<file path="src/common/idc_params.svh">
/*
  Constants of the instruction dispatch control block.
  Assumes it is included by bare name, after the package.
*/
// Operation
// RQ1 - An entry holds unless its issue queue has room, the completion queue has room, a branch is ready and renames are free.
// RQ2 - Entries dispatch in order, a younger one only when every older one also goes.
// RQ3 - At most three instructions leave per cycle.
// RQ4 - At most three go to the general, two to the vector and one to the float issue queue per cycle.
// RQ5 - At most one load or store dispatches per cycle.
// RQ6 - A group renames at most four general, three vector and two float registers.
// RQ7 - An update-form load or store takes one extra general rename.
// RQ8 - Sixteen general renames exist and a general target stalls when too few are free.
// RQ9 - The completion queue holds sixteen entries and dispatch stops when it is full.
// RQ10 - Renames return to the pool at write-back, which alone frees a rename stall.
// RQ11 - Multiple and string operations split into micro-operations, one per cycle.
// RQ12 - A load multiple yields one micro-operation per register up to 31, each on the next word.
// RQ13 - Non-memory instructions may join the final micro-operation in its cycle.
// RQ14 - A held entry stays unchanged and is retried every cycle without loss or reordering.
`ifndef IDC_PARAMS_SVH
`define IDC_PARAMS_SVH
`define IDC_CNT_W 5
`define IDC_LANES 3
`define IDC_LIM_TOT 5'h03
`define IDC_LIM_GIQ 5'h03
`define IDC_LIM_VIQ 5'h02
`define IDC_LIM_FIQ 5'h01
`define IDC_LIM_MEM 5'h01
`define IDC_LIM_RG 5'h04
`define IDC_LIM_RV 5'h03
`define IDC_LIM_RF 5'h02
`define IDC_CQ_DEPTH 16
`define IDC_GPR_REN 16
`define IDC_VR_REN 16
`define IDC_FPR_REN 16
`define IDC_LAST_REG 5'h1F
`endif

</file>
<file path="src/common/idc_pkg.sv">
/*
  Types of the instruction dispatch control block.
  Assumes nothing of its surroundings.
*/
`default_nettype none
package idc_pkg;
  typedef enum logic [1:0] {
    IDC_Q_GEN = 2'b00,
    IDC_Q_VEC = 2'b01,
    IDC_Q_FLT = 2'b10,
    IDC_Q_BR = 2'b11
  } idc_queue_t;
  typedef struct packed {
    logic valid;
    idc_queue_t queue;
    logic mem;
    logic upd;
    logic multi;
    logic mstore;
    logic g_tgt;
    logic v_tgt;
    logic f_tgt;
    logic br_ready;
    logic [4:0] first_reg;
  } idc_entry_t;
  typedef struct packed {
    logic valid;
    idc_queue_t queue;
    logic mem;
    logic mop;
    logic [1:0] ren_g;
    logic ren_v;
    logic ren_f;
    logic [4:0] mreg;
    logic [4:0] mword;
  } idc_op_t;
  typedef struct packed {
    logic [4:0] cq_cnt;
    logic [4:0] g_free;
    logic [4:0] v_free;
    logic [4:0] f_free;
    logic mop_active;
    logic [4:0] mop_reg;
    logic [4:0] mop_word;
    idc_op_t [2:0] ops;
  } idc_state_t;
endpackage
`default_nettype wire

</file>
<file path="src/rtl/idc_dispatch.sv">
/*
  Dispatch stage: takes up to three decoded entries per cycle from the
  bottom of the instruction queue and sends them to the issue queues.
  Assumes the instruction queue shifts out iq_take entries each cycle,
  issue queues report free slots, and retire/release counts are honest.
*/
`timescale 1ns/1ns
`default_nettype none
`include "idc_params.svh"
module idc_dispatch #(
  parameter int CQ_DEPTH = `IDC_CQ_DEPTH,
  parameter int GPR_REN = `IDC_GPR_REN,
  parameter int VR_REN = `IDC_VR_REN,
  parameter int FPR_REN = `IDC_FPR_REN
) (
  input wire logic ref_clk, // Core clock
  input wire logic srst, // Sync reset
  input wire idc_pkg::idc_entry_t [2:0] dispatch_entries, // Entry 0 oldest
  input wire logic [2:0] giq_room, // General queue free slots
  input wire logic [2:0] viq_room, // Vector queue free slots
  input wire logic [2:0] fiq_room, // Float queue free slots
  input wire logic [1:0] cq_retire, // Completion entries retired
  input wire logic [1:0] g_release, // General renames freed
  input wire logic [1:0] v_release, // Vector renames freed
  input wire logic [1:0] f_release, // Float renames freed
  output logic [1:0] iq_take, // Entries consumed now
  output idc_pkg::idc_op_t [2:0] disp_ops, // Dispatched group
  output logic [4:0] g_free_cnt, // General renames free
  output logic [4:0] cq_used // Completion entries used
);
  // ---------------------------------------------
  // State
  // ---------------------------------------------
  idc_pkg::idc_state_t s_reg;
  idc_pkg::idc_state_t s_next;
  logic [1:0] take_c;

  assign iq_take = take_c;
  assign disp_ops = s_reg.ops;
  assign g_free_cnt = s_reg.g_free;
  assign cq_used = s_reg.cq_cnt;

  // ---------------------------------------------
  // Group formation
  // ---------------------------------------------
  always_comb
  begin
    idc_pkg::idc_entry_t e;
    idc_pkg::idc_op_t op;
    logic ok;
    logic fit;
    logic last;
    logic [4:0] n_tot;
    logic [4:0] n_g;
    logic [4:0] n_v;
    logic [4:0] n_f;
    logic [4:0] n_mem;
    logic [4:0] r_g;
    logic [4:0] r_v;
    logic [4:0] r_f;
    logic [4:0] n_cq;
    logic [4:0] need_g;
    logic [4:0] need_v;
    logic [4:0] need_f;
    logic [4:0] reg_now;
    e = '0;
    op = '0;
    ok = 1'b1;
    fit = 1'b0;
    last = 1'b0;
    n_tot = '0;
    n_g = '0;
    n_v = '0;
    n_f = '0;
    n_mem = '0;
    r_g = '0;
    r_v = '0;
    r_f = '0;
    n_cq = '0;
    need_g = '0;
    need_v = '0;
    need_f = '0;
    reg_now = '0;
    s_next = s_reg;
    take_c = 2'b00;
    for (int k = 0; k < `IDC_LANES; k++)
    begin
      e = dispatch_entries[k];
      op = '0;
      reg_now = s_reg.mop_active ? s_reg.mop_reg : e.first_reg;
      last = (reg_now == `IDC_LAST_REG);
      if (e.multi)
      begin
        // One rename per loaded word; stores target nothing
        need_g = {4'h0, ~e.mstore}; // RQ11
        need_v = '0;
        need_f = '0;
      end
      else
      begin
        need_g = {4'h0, e.g_tgt} + {4'h0, e.upd}; // RQ7
        need_v = {4'h0, e.v_tgt};
        need_f = {4'h0, e.f_tgt};
      end
      unique case (e.queue)
        idc_pkg::IDC_Q_GEN: fit = (n_g < `IDC_LIM_GIQ) && (n_g < {2'b00, giq_room});
        idc_pkg::IDC_Q_VEC: fit = (n_v < `IDC_LIM_VIQ) && (n_v < {2'b00, viq_room});
        idc_pkg::IDC_Q_FLT: fit = (n_f < `IDC_LIM_FIQ) && (n_f < {2'b00, fiq_room});
        idc_pkg::IDC_Q_BR: fit = e.br_ready;
      endcase // RQ4 RQ1
      // Split operations start only from the oldest entry
      if (e.multi && k != 0)
        fit = 1'b0; // RQ11
      if ((e.mem || e.multi) && n_mem >= `IDC_LIM_MEM)
        fit = 1'b0; // RQ5 RQ13
      if (n_tot >= `IDC_LIM_TOT)
        fit = 1'b0; // RQ3
      // Branches run from the instruction buffer, no completion entry
      if (e.queue != idc_pkg::IDC_Q_BR
          && (5'(32'(s_reg.cq_cnt) + 32'(n_cq)) >= 5'(CQ_DEPTH)))
        fit = 1'b0; // RQ9 RQ1
      if (r_g + need_g > `IDC_LIM_RG || r_v + need_v > `IDC_LIM_RV
          || r_f + need_f > `IDC_LIM_RF)
        fit = 1'b0; // RQ6
      if (r_g + need_g > s_reg.g_free || r_v + need_v > s_reg.v_free
          || r_f + need_f > s_reg.f_free)
        fit = 1'b0; // RQ8 RQ10 RQ1
      // Once one entry holds, every younger one holds too
      ok = ok && e.valid && fit; // RQ2 RQ14
      if (ok)
      begin
        op.valid = 1'b1;
        op.queue = e.queue;
        op.mem = e.mem || e.multi;
        op.mop = e.multi;
        op.ren_g = need_g[1:0];
        op.ren_v = need_v[0];
        op.ren_f = need_f[0];
        n_tot = n_tot + 5'h01;
        n_mem = n_mem + {4'h0, op.mem};
        if (e.queue != idc_pkg::IDC_Q_BR)
          n_cq = n_cq + 5'h01;
        unique case (e.queue)
          idc_pkg::IDC_Q_GEN: n_g = n_g + 5'h01;
          idc_pkg::IDC_Q_VEC: n_v = n_v + 5'h01;
          idc_pkg::IDC_Q_FLT: n_f = n_f + 5'h01;
          idc_pkg::IDC_Q_BR: n_tot = n_tot;
        endcase // RQ4
        r_g = r_g + need_g;
        r_v = r_v + need_v;
        r_f = r_f + need_f;
        if (e.multi)
        begin
          op.mreg = reg_now; // RQ12
          op.mword = s_reg.mop_active ? s_reg.mop_word : 5'h00; // RQ12
          s_next.mop_active = !last;
          s_next.mop_reg = reg_now + 5'h01;
          s_next.mop_word = op.mword + 5'h01;
          // Only the final piece frees the entry for younger ones
          ok = last; // RQ13 RQ11
          if (last)
            take_c = take_c + 2'b01;
        end
        else
          take_c = take_c + 2'b01;
      end
      s_next.ops[k] = op;
    end
    s_next.cq_cnt = s_reg.cq_cnt + n_cq - {3'b000, cq_retire}; // RQ9
    s_next.g_free = s_reg.g_free - r_g + {3'b000, g_release}; // RQ10
    s_next.v_free = s_reg.v_free - r_v + {3'b000, v_release}; // RQ10
    s_next.f_free = s_reg.f_free - r_f + {3'b000, f_release}; // RQ10
  end

  always_ff @(posedge ref_clk)
  begin
    if (srst)
    begin
      s_reg <= '0;
      s_reg.g_free <= 5'(GPR_REN); // RQ8
      s_reg.v_free <= 5'(VR_REN);
      s_reg.f_free <= 5'(FPR_REN);
    end
    else
      s_reg <= s_next;
  end

  function automatic logic [4:0] cnt_q(idc_pkg::idc_op_t [2:0] o, idc_pkg::idc_queue_t q);
    cnt_q = 5'h00;
    for (int i = 0; i < 3; i++)
      cnt_q = cnt_q + {4'h0, o[i].valid && o[i].queue == q};
  endfunction
endmodule
`default_nettype wire

</file>
<file path="config.mk">
export PLATFORM = sky130hd
export DESIGN_NAME = idc_dispatch
export DESIGN_NICKNAME = d
export VERILOG_FILES = /design/src/common/idc_pkg.sv /design/src/rtl/idc_dispatch.sv
export VERILOG_INCLUDE_DIRS = /design/src /design/src/common
export SDC_FILE = /design/constraint.sdc
export NUM_CORES = 1
export LEC_CHECK = 0
export BUFFER_PORTS_ARGS = -buffer_cell sky130_fd_sc_hd__buf_4
export CORE_MARGIN = 10
export CORE_UTILIZATION = 30
export DETAILED_ROUTE_END_ITERATION = 7
export PLACE_DENSITY = 0.54
export SLEW_MARGIN = 20
export SYNTH_ARGS = -nofsm -noshare
export SYNTH_HDL_FRONTEND = slang
export SYNTH_SLANG_ARGS = --single-unit
</file>
<file path="constraint.sdc">
create_clock -name ref_clk -period 10.9 [get_ports ref_clk]
set_input_delay 1.09 -clock ref_clk [delete_from_list [all_inputs] [get_ports ref_clk]]
set_output_delay 1.09 -clock ref_clk [all_outputs]
set_load 0.1 [all_outputs]
</file>
## Word level (Yosys, flattened, before mapping)

Cells that the tools add are included.
Widths: inputs -> output; s select.

| word-level totals | value |
|---|---|
| bits in read-only memories | 0 |
| bits in writable memories | 0 |
| bits in registers | 88 |
| bits of input ports | 67 |
| bits in latches | 0 |
| memories | 0 |

| cells by class | value |
|---|---|
| div/mod/pow operators | 0 |
| bitwise operators | 9 |
| equal/unequal tests | 15 |
| reductions and logical operators | 43 |
| $add $sub $neg | 32 |
| shift-type cells | 0 |
| magnitude comparators | 40 |
| $mul | 0 |
| multiplexer cells | 87 |

Operators by type and width:

| operator | number |
|---|---|
| $mux 5 | 22 |
| $mux 11 | 6 |
| $mux 19 | 3 |
| $add 5x1->5 const B | 10 |
| $add 5x5->5 | 9 |
| $mux 1 | 38 |
| $gt 5x5->1 | 6 |
| $lt 5x3->1 | 6 |
| $mux 10 | 3 |
| $mux 2 | 12 |
| $gt 5x2->1 const B | 4 |
| $lt 5x2->1 const B | 4 |
| $logic_and 1x1->1 | 16 |
| $add 5x2->5 | 3 |
| $eq 5x5->1 const B | 3 |
| $ge 5x5->1 const B | 3 |
| $logic_or 1x1->1 | 15 |
| $sub 5x5->5 | 3 |
| $eq 2x2->1 const B | 6 |
| $pmux 1 s4 | 3 |
| $ge 5x1->1 const B | 2 |
| $ge 5x2->1 const B | 2 |
| $gt 1x5->1 | 2 |
| $gt 5x3->1 const B | 2 |
| 16 further kinds | 43 |

## Depth between registers and ports, before layout

| depth | value |
|---|---|
| depth in word-level cells | 33 |
| mapped depth | 45 |
| mapped depth without buffers | 41 |

## Worst setup path after synthesis

OpenSTA, ideal clock, no wires.

| timing path | value |
|---|---|
| path type | in2out |
| start point | input port dispatch_entries[10] (netlist bit) |
| end point | output port iq_take[0] |
| data required time | 9.810 ns |
| setup slack | 1.651 ns |
| arrival | 8.159 ns |
| stages on the path | 35 |
| cells stage by stage | clkbuf_1 -> nand2b_1 -> ha_1 -> or4b_2 -> a21o_1 -> nand4_1 -> or2_2 -> buf_2 -> clkinv_1 -> nand2_1 -> fa_1 -> inv_1 -> ha_1 -> nor2b_1 -> nor3_1 -> o22ai_1 -> or3_1 -> or3_1 -> buf_6 -> clkbuf_1 -> nand2_1 -> o21ai_0 -> ha_1 -> inv_1 -> ha_1 -> ha_1 -> nor2b_1 -> o21a_1 -> o211a_1 -> a31oi_1 -> nand4_1 -> or4b_4 -> buf_6 -> buf_8 -> nand2_1 |

| on the way | value |
|---|---|
| longest elaborated chain between the ends | 30 |
| elaborated cells on any way between the ends | 132 |
| those cells by class | add/sub: 16; order compare: 36; mux: 52; reduce/logical: 28 |

RTL lines:

| what | line | text |
|---|---|---|
| start: declaration | idc_dispatch.sv:18 | `input wire idc_pkg::idc_entry_t [2:0] dispatch_entries,` |
| $mux 2 or $mux 1 (tied branches) | idc_dispatch.sv:92 | `if (e.multi)` |
| $gt 2x3->1 (no source line) or $gt 1x2->1 (tied branches) | n/a |  |
| $logic_or 1x1->1 (no source line) (2 in series) | n/a |  |
| $mux 1 | idc_dispatch.sv:122 | `` if (r_g + need_g > `IDC_LIM_RG \|\| r_v + need_v > `IDC_LIM_RV `` |
| $mux 1 | idc_dispatch.sv:125 | `if (r_g + need_g > s_reg.g_free \|\| r_v + need_v > s_reg.v_free` |
| $logic_and 1x1->1 | idc_dispatch.sv:129 | `ok = ok && e.valid && fit;` |
| $mux 1 | idc_dispatch.sv:130 | `if (ok)` |
| $lt 5x1->1 (no source line), or another cell as far along | n/a |  |
| (+13 left out) | n/a |  |
| $mux 1 | idc_dispatch.sv:112 | `if (e.multi && k != 0)` |
| $mux 1 | idc_dispatch.sv:114 | `` if ((e.mem \|\| e.multi) && n_mem >= `IDC_LIM_MEM) `` |
| $mux 1 | idc_dispatch.sv:116 | `` if (n_tot >= `IDC_LIM_TOT) `` |
| $mux 1 | idc_dispatch.sv:119 | `if (e.queue != idc_pkg::IDC_Q_BR` |
| $mux 1 | idc_dispatch.sv:122 |  |
| $mux 1 | idc_dispatch.sv:125 |  |
| $logic_and 1x1->1 | idc_dispatch.sv:129 |  |
| $mux 2 (*) | idc_dispatch.sv:130 |  |
| end: declaration | idc_dispatch.sv:26 | `output logic [1:0] iq_take,` |

Mark *: on every way between the ends. The rest lies on a longest branch, timed or not.

## Worst setup path after layout

| timing path | value |
|---|---|
| start point | input port dispatch_entries[8] (netlist bit) |
| end point | register s_reg[72] (netlist bit) |

| on the way | value |
|---|---|
| longest elaborated chain between the ends | 33 |
| elaborated cells on any way between the ends | 118 |
| those cells by class | add/sub: 17; order compare: 32; mux: 42; reduce/logical: 27 |

RTL lines:

| what | line | text |
|---|---|---|
| $add 1x1->2 (*) | idc_dispatch.sv:101 | `need_g = {4'h0, e.g_tgt} + {4'h0, e.upd};` |
| $mux 2 (*) | idc_dispatch.sv:92 |  |
| $gt 2x3->1 (no source line) | n/a |  |
| $logic_or 1x1->1 (no source line) (2 in series) | n/a |  |
| $mux 1 | idc_dispatch.sv:122 |  |
| $mux 1 | idc_dispatch.sv:125 |  |
| $logic_and 1x1->1 | idc_dispatch.sv:129 |  |
| $mux 1 | idc_dispatch.sv:130 |  |
| (+16 left out) | n/a |  |
| $mux 1 | idc_dispatch.sv:116 |  |
| $mux 1 | idc_dispatch.sv:119 |  |
| $mux 1 | idc_dispatch.sv:122 |  |
| $mux 1 | idc_dispatch.sv:125 |  |
| $logic_and 1x1->1 | idc_dispatch.sv:129 |  |
| $mux 5 (*) | idc_dispatch.sv:130 |  |
| $sub 5x5->5 (*) | idc_dispatch.sv:172 | `s_next.f_free = s_reg.f_free - r_f + {3'b000, f_release};` |
| $add 5x2->5 (*) | idc_dispatch.sv:172 |  |
| end signal: assignment | idc_dispatch.sv:185 | `s_reg <= s_next;` |
| end: declaration | idc_dispatch.sv:34 | `idc_pkg::idc_state_t s_reg;` |

Marked as above.
A chain may end at the register's enable or synchronous reset.

==> run metrics <==
outcome finished, final reports clean; hold crit path type flip-flop to flip-flop; remaining routing DRC violations 0; fraction of synthesis flops using an asynchronous set or reset pin 0%; first drt pass iteration count 4; buffers from clock root to sink, at most 2; Max Clock Freq 101 MHz; setup repair after global routing missed its margin no; Most common cell on crit path sky130_fd_sc_hd__ha_1; final hold vios 0; vias in the first global route 4,418; class of the most critical setup path input pin to flip-flop; Top Ports 136; root buffer cell sky130_fd_sc_hd__clkbuf_16; P per Cell Area 193 mW/mm²; commonest cells in the synthesized netlist sky130_fd_sc_hd__dfxtp_1 (88), sky130_fd_sc_hd__ha_1 (77), sky130_fd_sc_hd__inv_1 (68); count leader, synth sky130_fd_sc_hd__dfxtp_1; biggest cell delay along the critical path 0.69 ns; NumNets Final 889; total leakage power 3.37 nW; growth of design area from synthesis to finish 18.7%; crit path setup slack, layout 0.985 ns; clock buffer count from CTS 9; PortBufs 130; aggregate routed wire length 14,800 µm; routed length on met2 6700 µm; Synth Register Bits 88; cts hold-fix bufs 0; synthesized area per cell 8.85 µm²; Top Metal Used met4; Slowest cell on crit path sky130_fd_sc_hd__or4b_4; Core Box Area 0.0189 mm²; pin slew with the least headroom to its limit 0.808 ns; number of gates given a new drive strength after cts 0; fraction of final layout cells sized beyond drive strength 1 22.3%; number of distinct library cell variants in the gate-level netlist after synthesis 62; peak supply drop 0.0799 mV; Setup crit end kind flip-flop; count of mapped cells out of synthesis 658; non-filler cells in the finished layout 1,000; Worst Clk Skew 0.00982 ns; Worst EP required 11.15 ns; arrival time at the worst endpoint 10.17 ns; summed negative setup slack over all endpoints 0 ns; cell type with the highest aggregate area in the netlist sky130_fd_sc_hd__dfxtp_1; number of setup violations in the final report 0; initial antenna violation count 0; leading cell types by total area after synthesis sky130_fd_sc_hd__dfxtp_1 (30%), sky130_fd_sc_hd__ha_1 (17%), sky130_fd_sc_hd__buf_4 (8.6%), sky130_fd_sc_hd__inv_1 (4.4%), sky130_fd_sc_hd__fa_1 (3.4%); floorplan die height 159 µm; startpoint class of the critical path input pin; TritonCTS clock tree built; vias per cell 4.38; met1 layer wirelength in the final routing 7050 µm; largest fanout on the critical path 16; combined buffer and inverter count along the critical path 6; share of the core filled with cells 36.6%; sum of internal, switching and leakage power 1.34 mW; top flip-flop cell by instance count after synthesis sky130_fd_sc_hd__dfxtp_1; worst slack after detailed placement 0.555 ns; flip-flop count of the largest register after layout 57; total number of vias 4,381; synthesized area 0.00583 mm²; max-cap violations 0; Horiz. Die Dim 159 µm; clk_lat worst skew 0.36 ns; number of enable-type register cells in the synthesized netlist 0; YS warnings 0; H-tree depth 3; post-layout minimum cycle time 9.92 ns; number of clock sinks seen by CTS 88; cell area after layout 0.00692 mm²; top cell family by delay on the critical path simple AND/OR/NAND/NOR gates; first-pass GRT wire length 23,700 µm; post-synth top area share 30.2%; number of placement rows 50; DP Wirelength 12,000 µm; worst-case headroom to the max-slew limit 46.0%; fill count 1,984; placer's final routability congestion estimate 0.833; Final Cycle Share 91.0%; clock transition time at the flip-flop clock pins of the worst setup and hold paths 0.08 ns; remaining global-route overflow 0; sum of met3 wire segment lengths after detailed routing 708 µm; Post-Route Hold Slack 0.459 ns; pin count of the biggest net entering global routing 53; overall fraction of global-route tracks in use 11.6%; Die ar. 0.0254 mm²; per-cell routed wire length 14.8 µm; Slew Viols, Final 0; number of nets with antenna violations after routing 0; instance count after placement with tap cells included 984; sequential cell area fraction in the yosys report 30.2%; dpl cell area 0.00662 mm²; Detailed Route Iter0 Violations 205; effective utilization at floorplan 30.8%; antenna cells 0; setup bufs post-CTS 0
==> worst paths after layout <==
check	start	endpoint	slack, ns	depth (start not counted)
worst max-delay path	dispatch_entries[8]	s_reg[72]	0.98	39
worst min-delay path	s_reg[66]	s_reg[66]	0.46	2
worst max register to register	g_free_cnt[1]	s_reg[72]	1.73	37
worst min register to register	s_reg[66]	s_reg[66]	0.46	2
==> layout by cell type, fill, tap and decap left out, types with 3 or more instances in the layout <==
cell type                     n
sky130_fd_sc_hd__a211oi_1     3
sky130_fd_sc_hd__a21o_1      10
sky130_fd_sc_hd__a21oi_1     30
sky130_fd_sc_hd__a31oi_1      3
sky130_fd_sc_hd__and2_1      22
sky130_fd_sc_hd__and3_1       8
sky130_fd_sc_hd__buf_4      133
sky130_fd_sc_hd__clkbuf_16    9
sky130_fd_sc_hd__conb_1      24
sky130_fd_sc_hd__dfxtp_1     88
sky130_fd_sc_hd__fa_1        10
sky130_fd_sc_hd__ha_1        77
sky130_fd_sc_hd__inv_1       68
sky130_fd_sc_hd__inv_8        3
sky130_fd_sc_hd__mux2_4       3
sky130_fd_sc_hd__mux2i_1     12
sky130_fd_sc_hd__nand2_1     30
sky130_fd_sc_hd__nand2b_1    14
sky130_fd_sc_hd__nand3_1      8
sky130_fd_sc_hd__nand4_1      4
sky130_fd_sc_hd__nor2_1      38
sky130_fd_sc_hd__nor2b_1     24
sky130_fd_sc_hd__nor3_1      21
sky130_fd_sc_hd__nor3b_1      5
sky130_fd_sc_hd__nor3b_2      6
sky130_fd_sc_hd__nor4_1       5
sky130_fd_sc_hd__o2111ai_1    3
sky130_fd_sc_hd__o211ai_1     3
sky130_fd_sc_hd__o21ai_0     20
sky130_fd_sc_hd__or2_2        3
sky130_fd_sc_hd__xnor2_1      9
sky130_fd_sc_hd__xor2_1      10
==> routing by layer <==
metal | vias up | GRT usage, %
met4 | 0 | 5.31
met2 | 106 | 18.5
met1 | 1977 | 15.0
met3 | 20 | 2.22
met5 | - | 0
li1 | 2278 | -
==> layout make-up <==
cell class | instances | area (µm²) | area share [%]
Clock buffer | 9 | 225 | 3.26
Timing Repair Buffer | 133 | 998 | 14.4
Inverter | 69 | 259 | 3.74
Sequential cell | 88 | 1760 | 25.5
Clock inverter | 7 | 75.1 | 1.09
Tap cell | 260 | 325 | 4.70
Multi-Input combinational cell | 434 | 3270 | 47.3
==> worst reg2reg max path: cells and delay by family, from the launching register on <==
family | cells | cell delay (ns)
and+or+nand+nor | 13 | 3.36
adders and majority gates | 9 | 2.78
AOI/OAI and AO/OA | 7 | 1.28
buffers and inverters | 6 | 0.74
DFF | 1 | 0.41
muxes | 1 | 0.36
xor gates and xnor gates | 1 | 0.14
==> power by group <==
part / switching, mW / internal [mW] / total [mW] / leakage (nW)
Sequential: 0.0387 / 0.363 / 0.402 / 0.724
Combinational: 0.399 / 0.221 / 0.621 / 2.50
Clock: 0.154 / 0.162 / 0.316 / 0.144
==> kinds of logic after synthesis <==
kind of cell	share of synthesized area, %
AOI/OAI and AO/OA	9.75
xor gates and xnor gates	2.86
adders and majority gates	20.0
buffers and inverters	15.0
DFF	30.2
muxes	2.84
other	0.129
and+or+nand+nor	19.2
No activity file was read; power rests on OpenSTA's default activity.
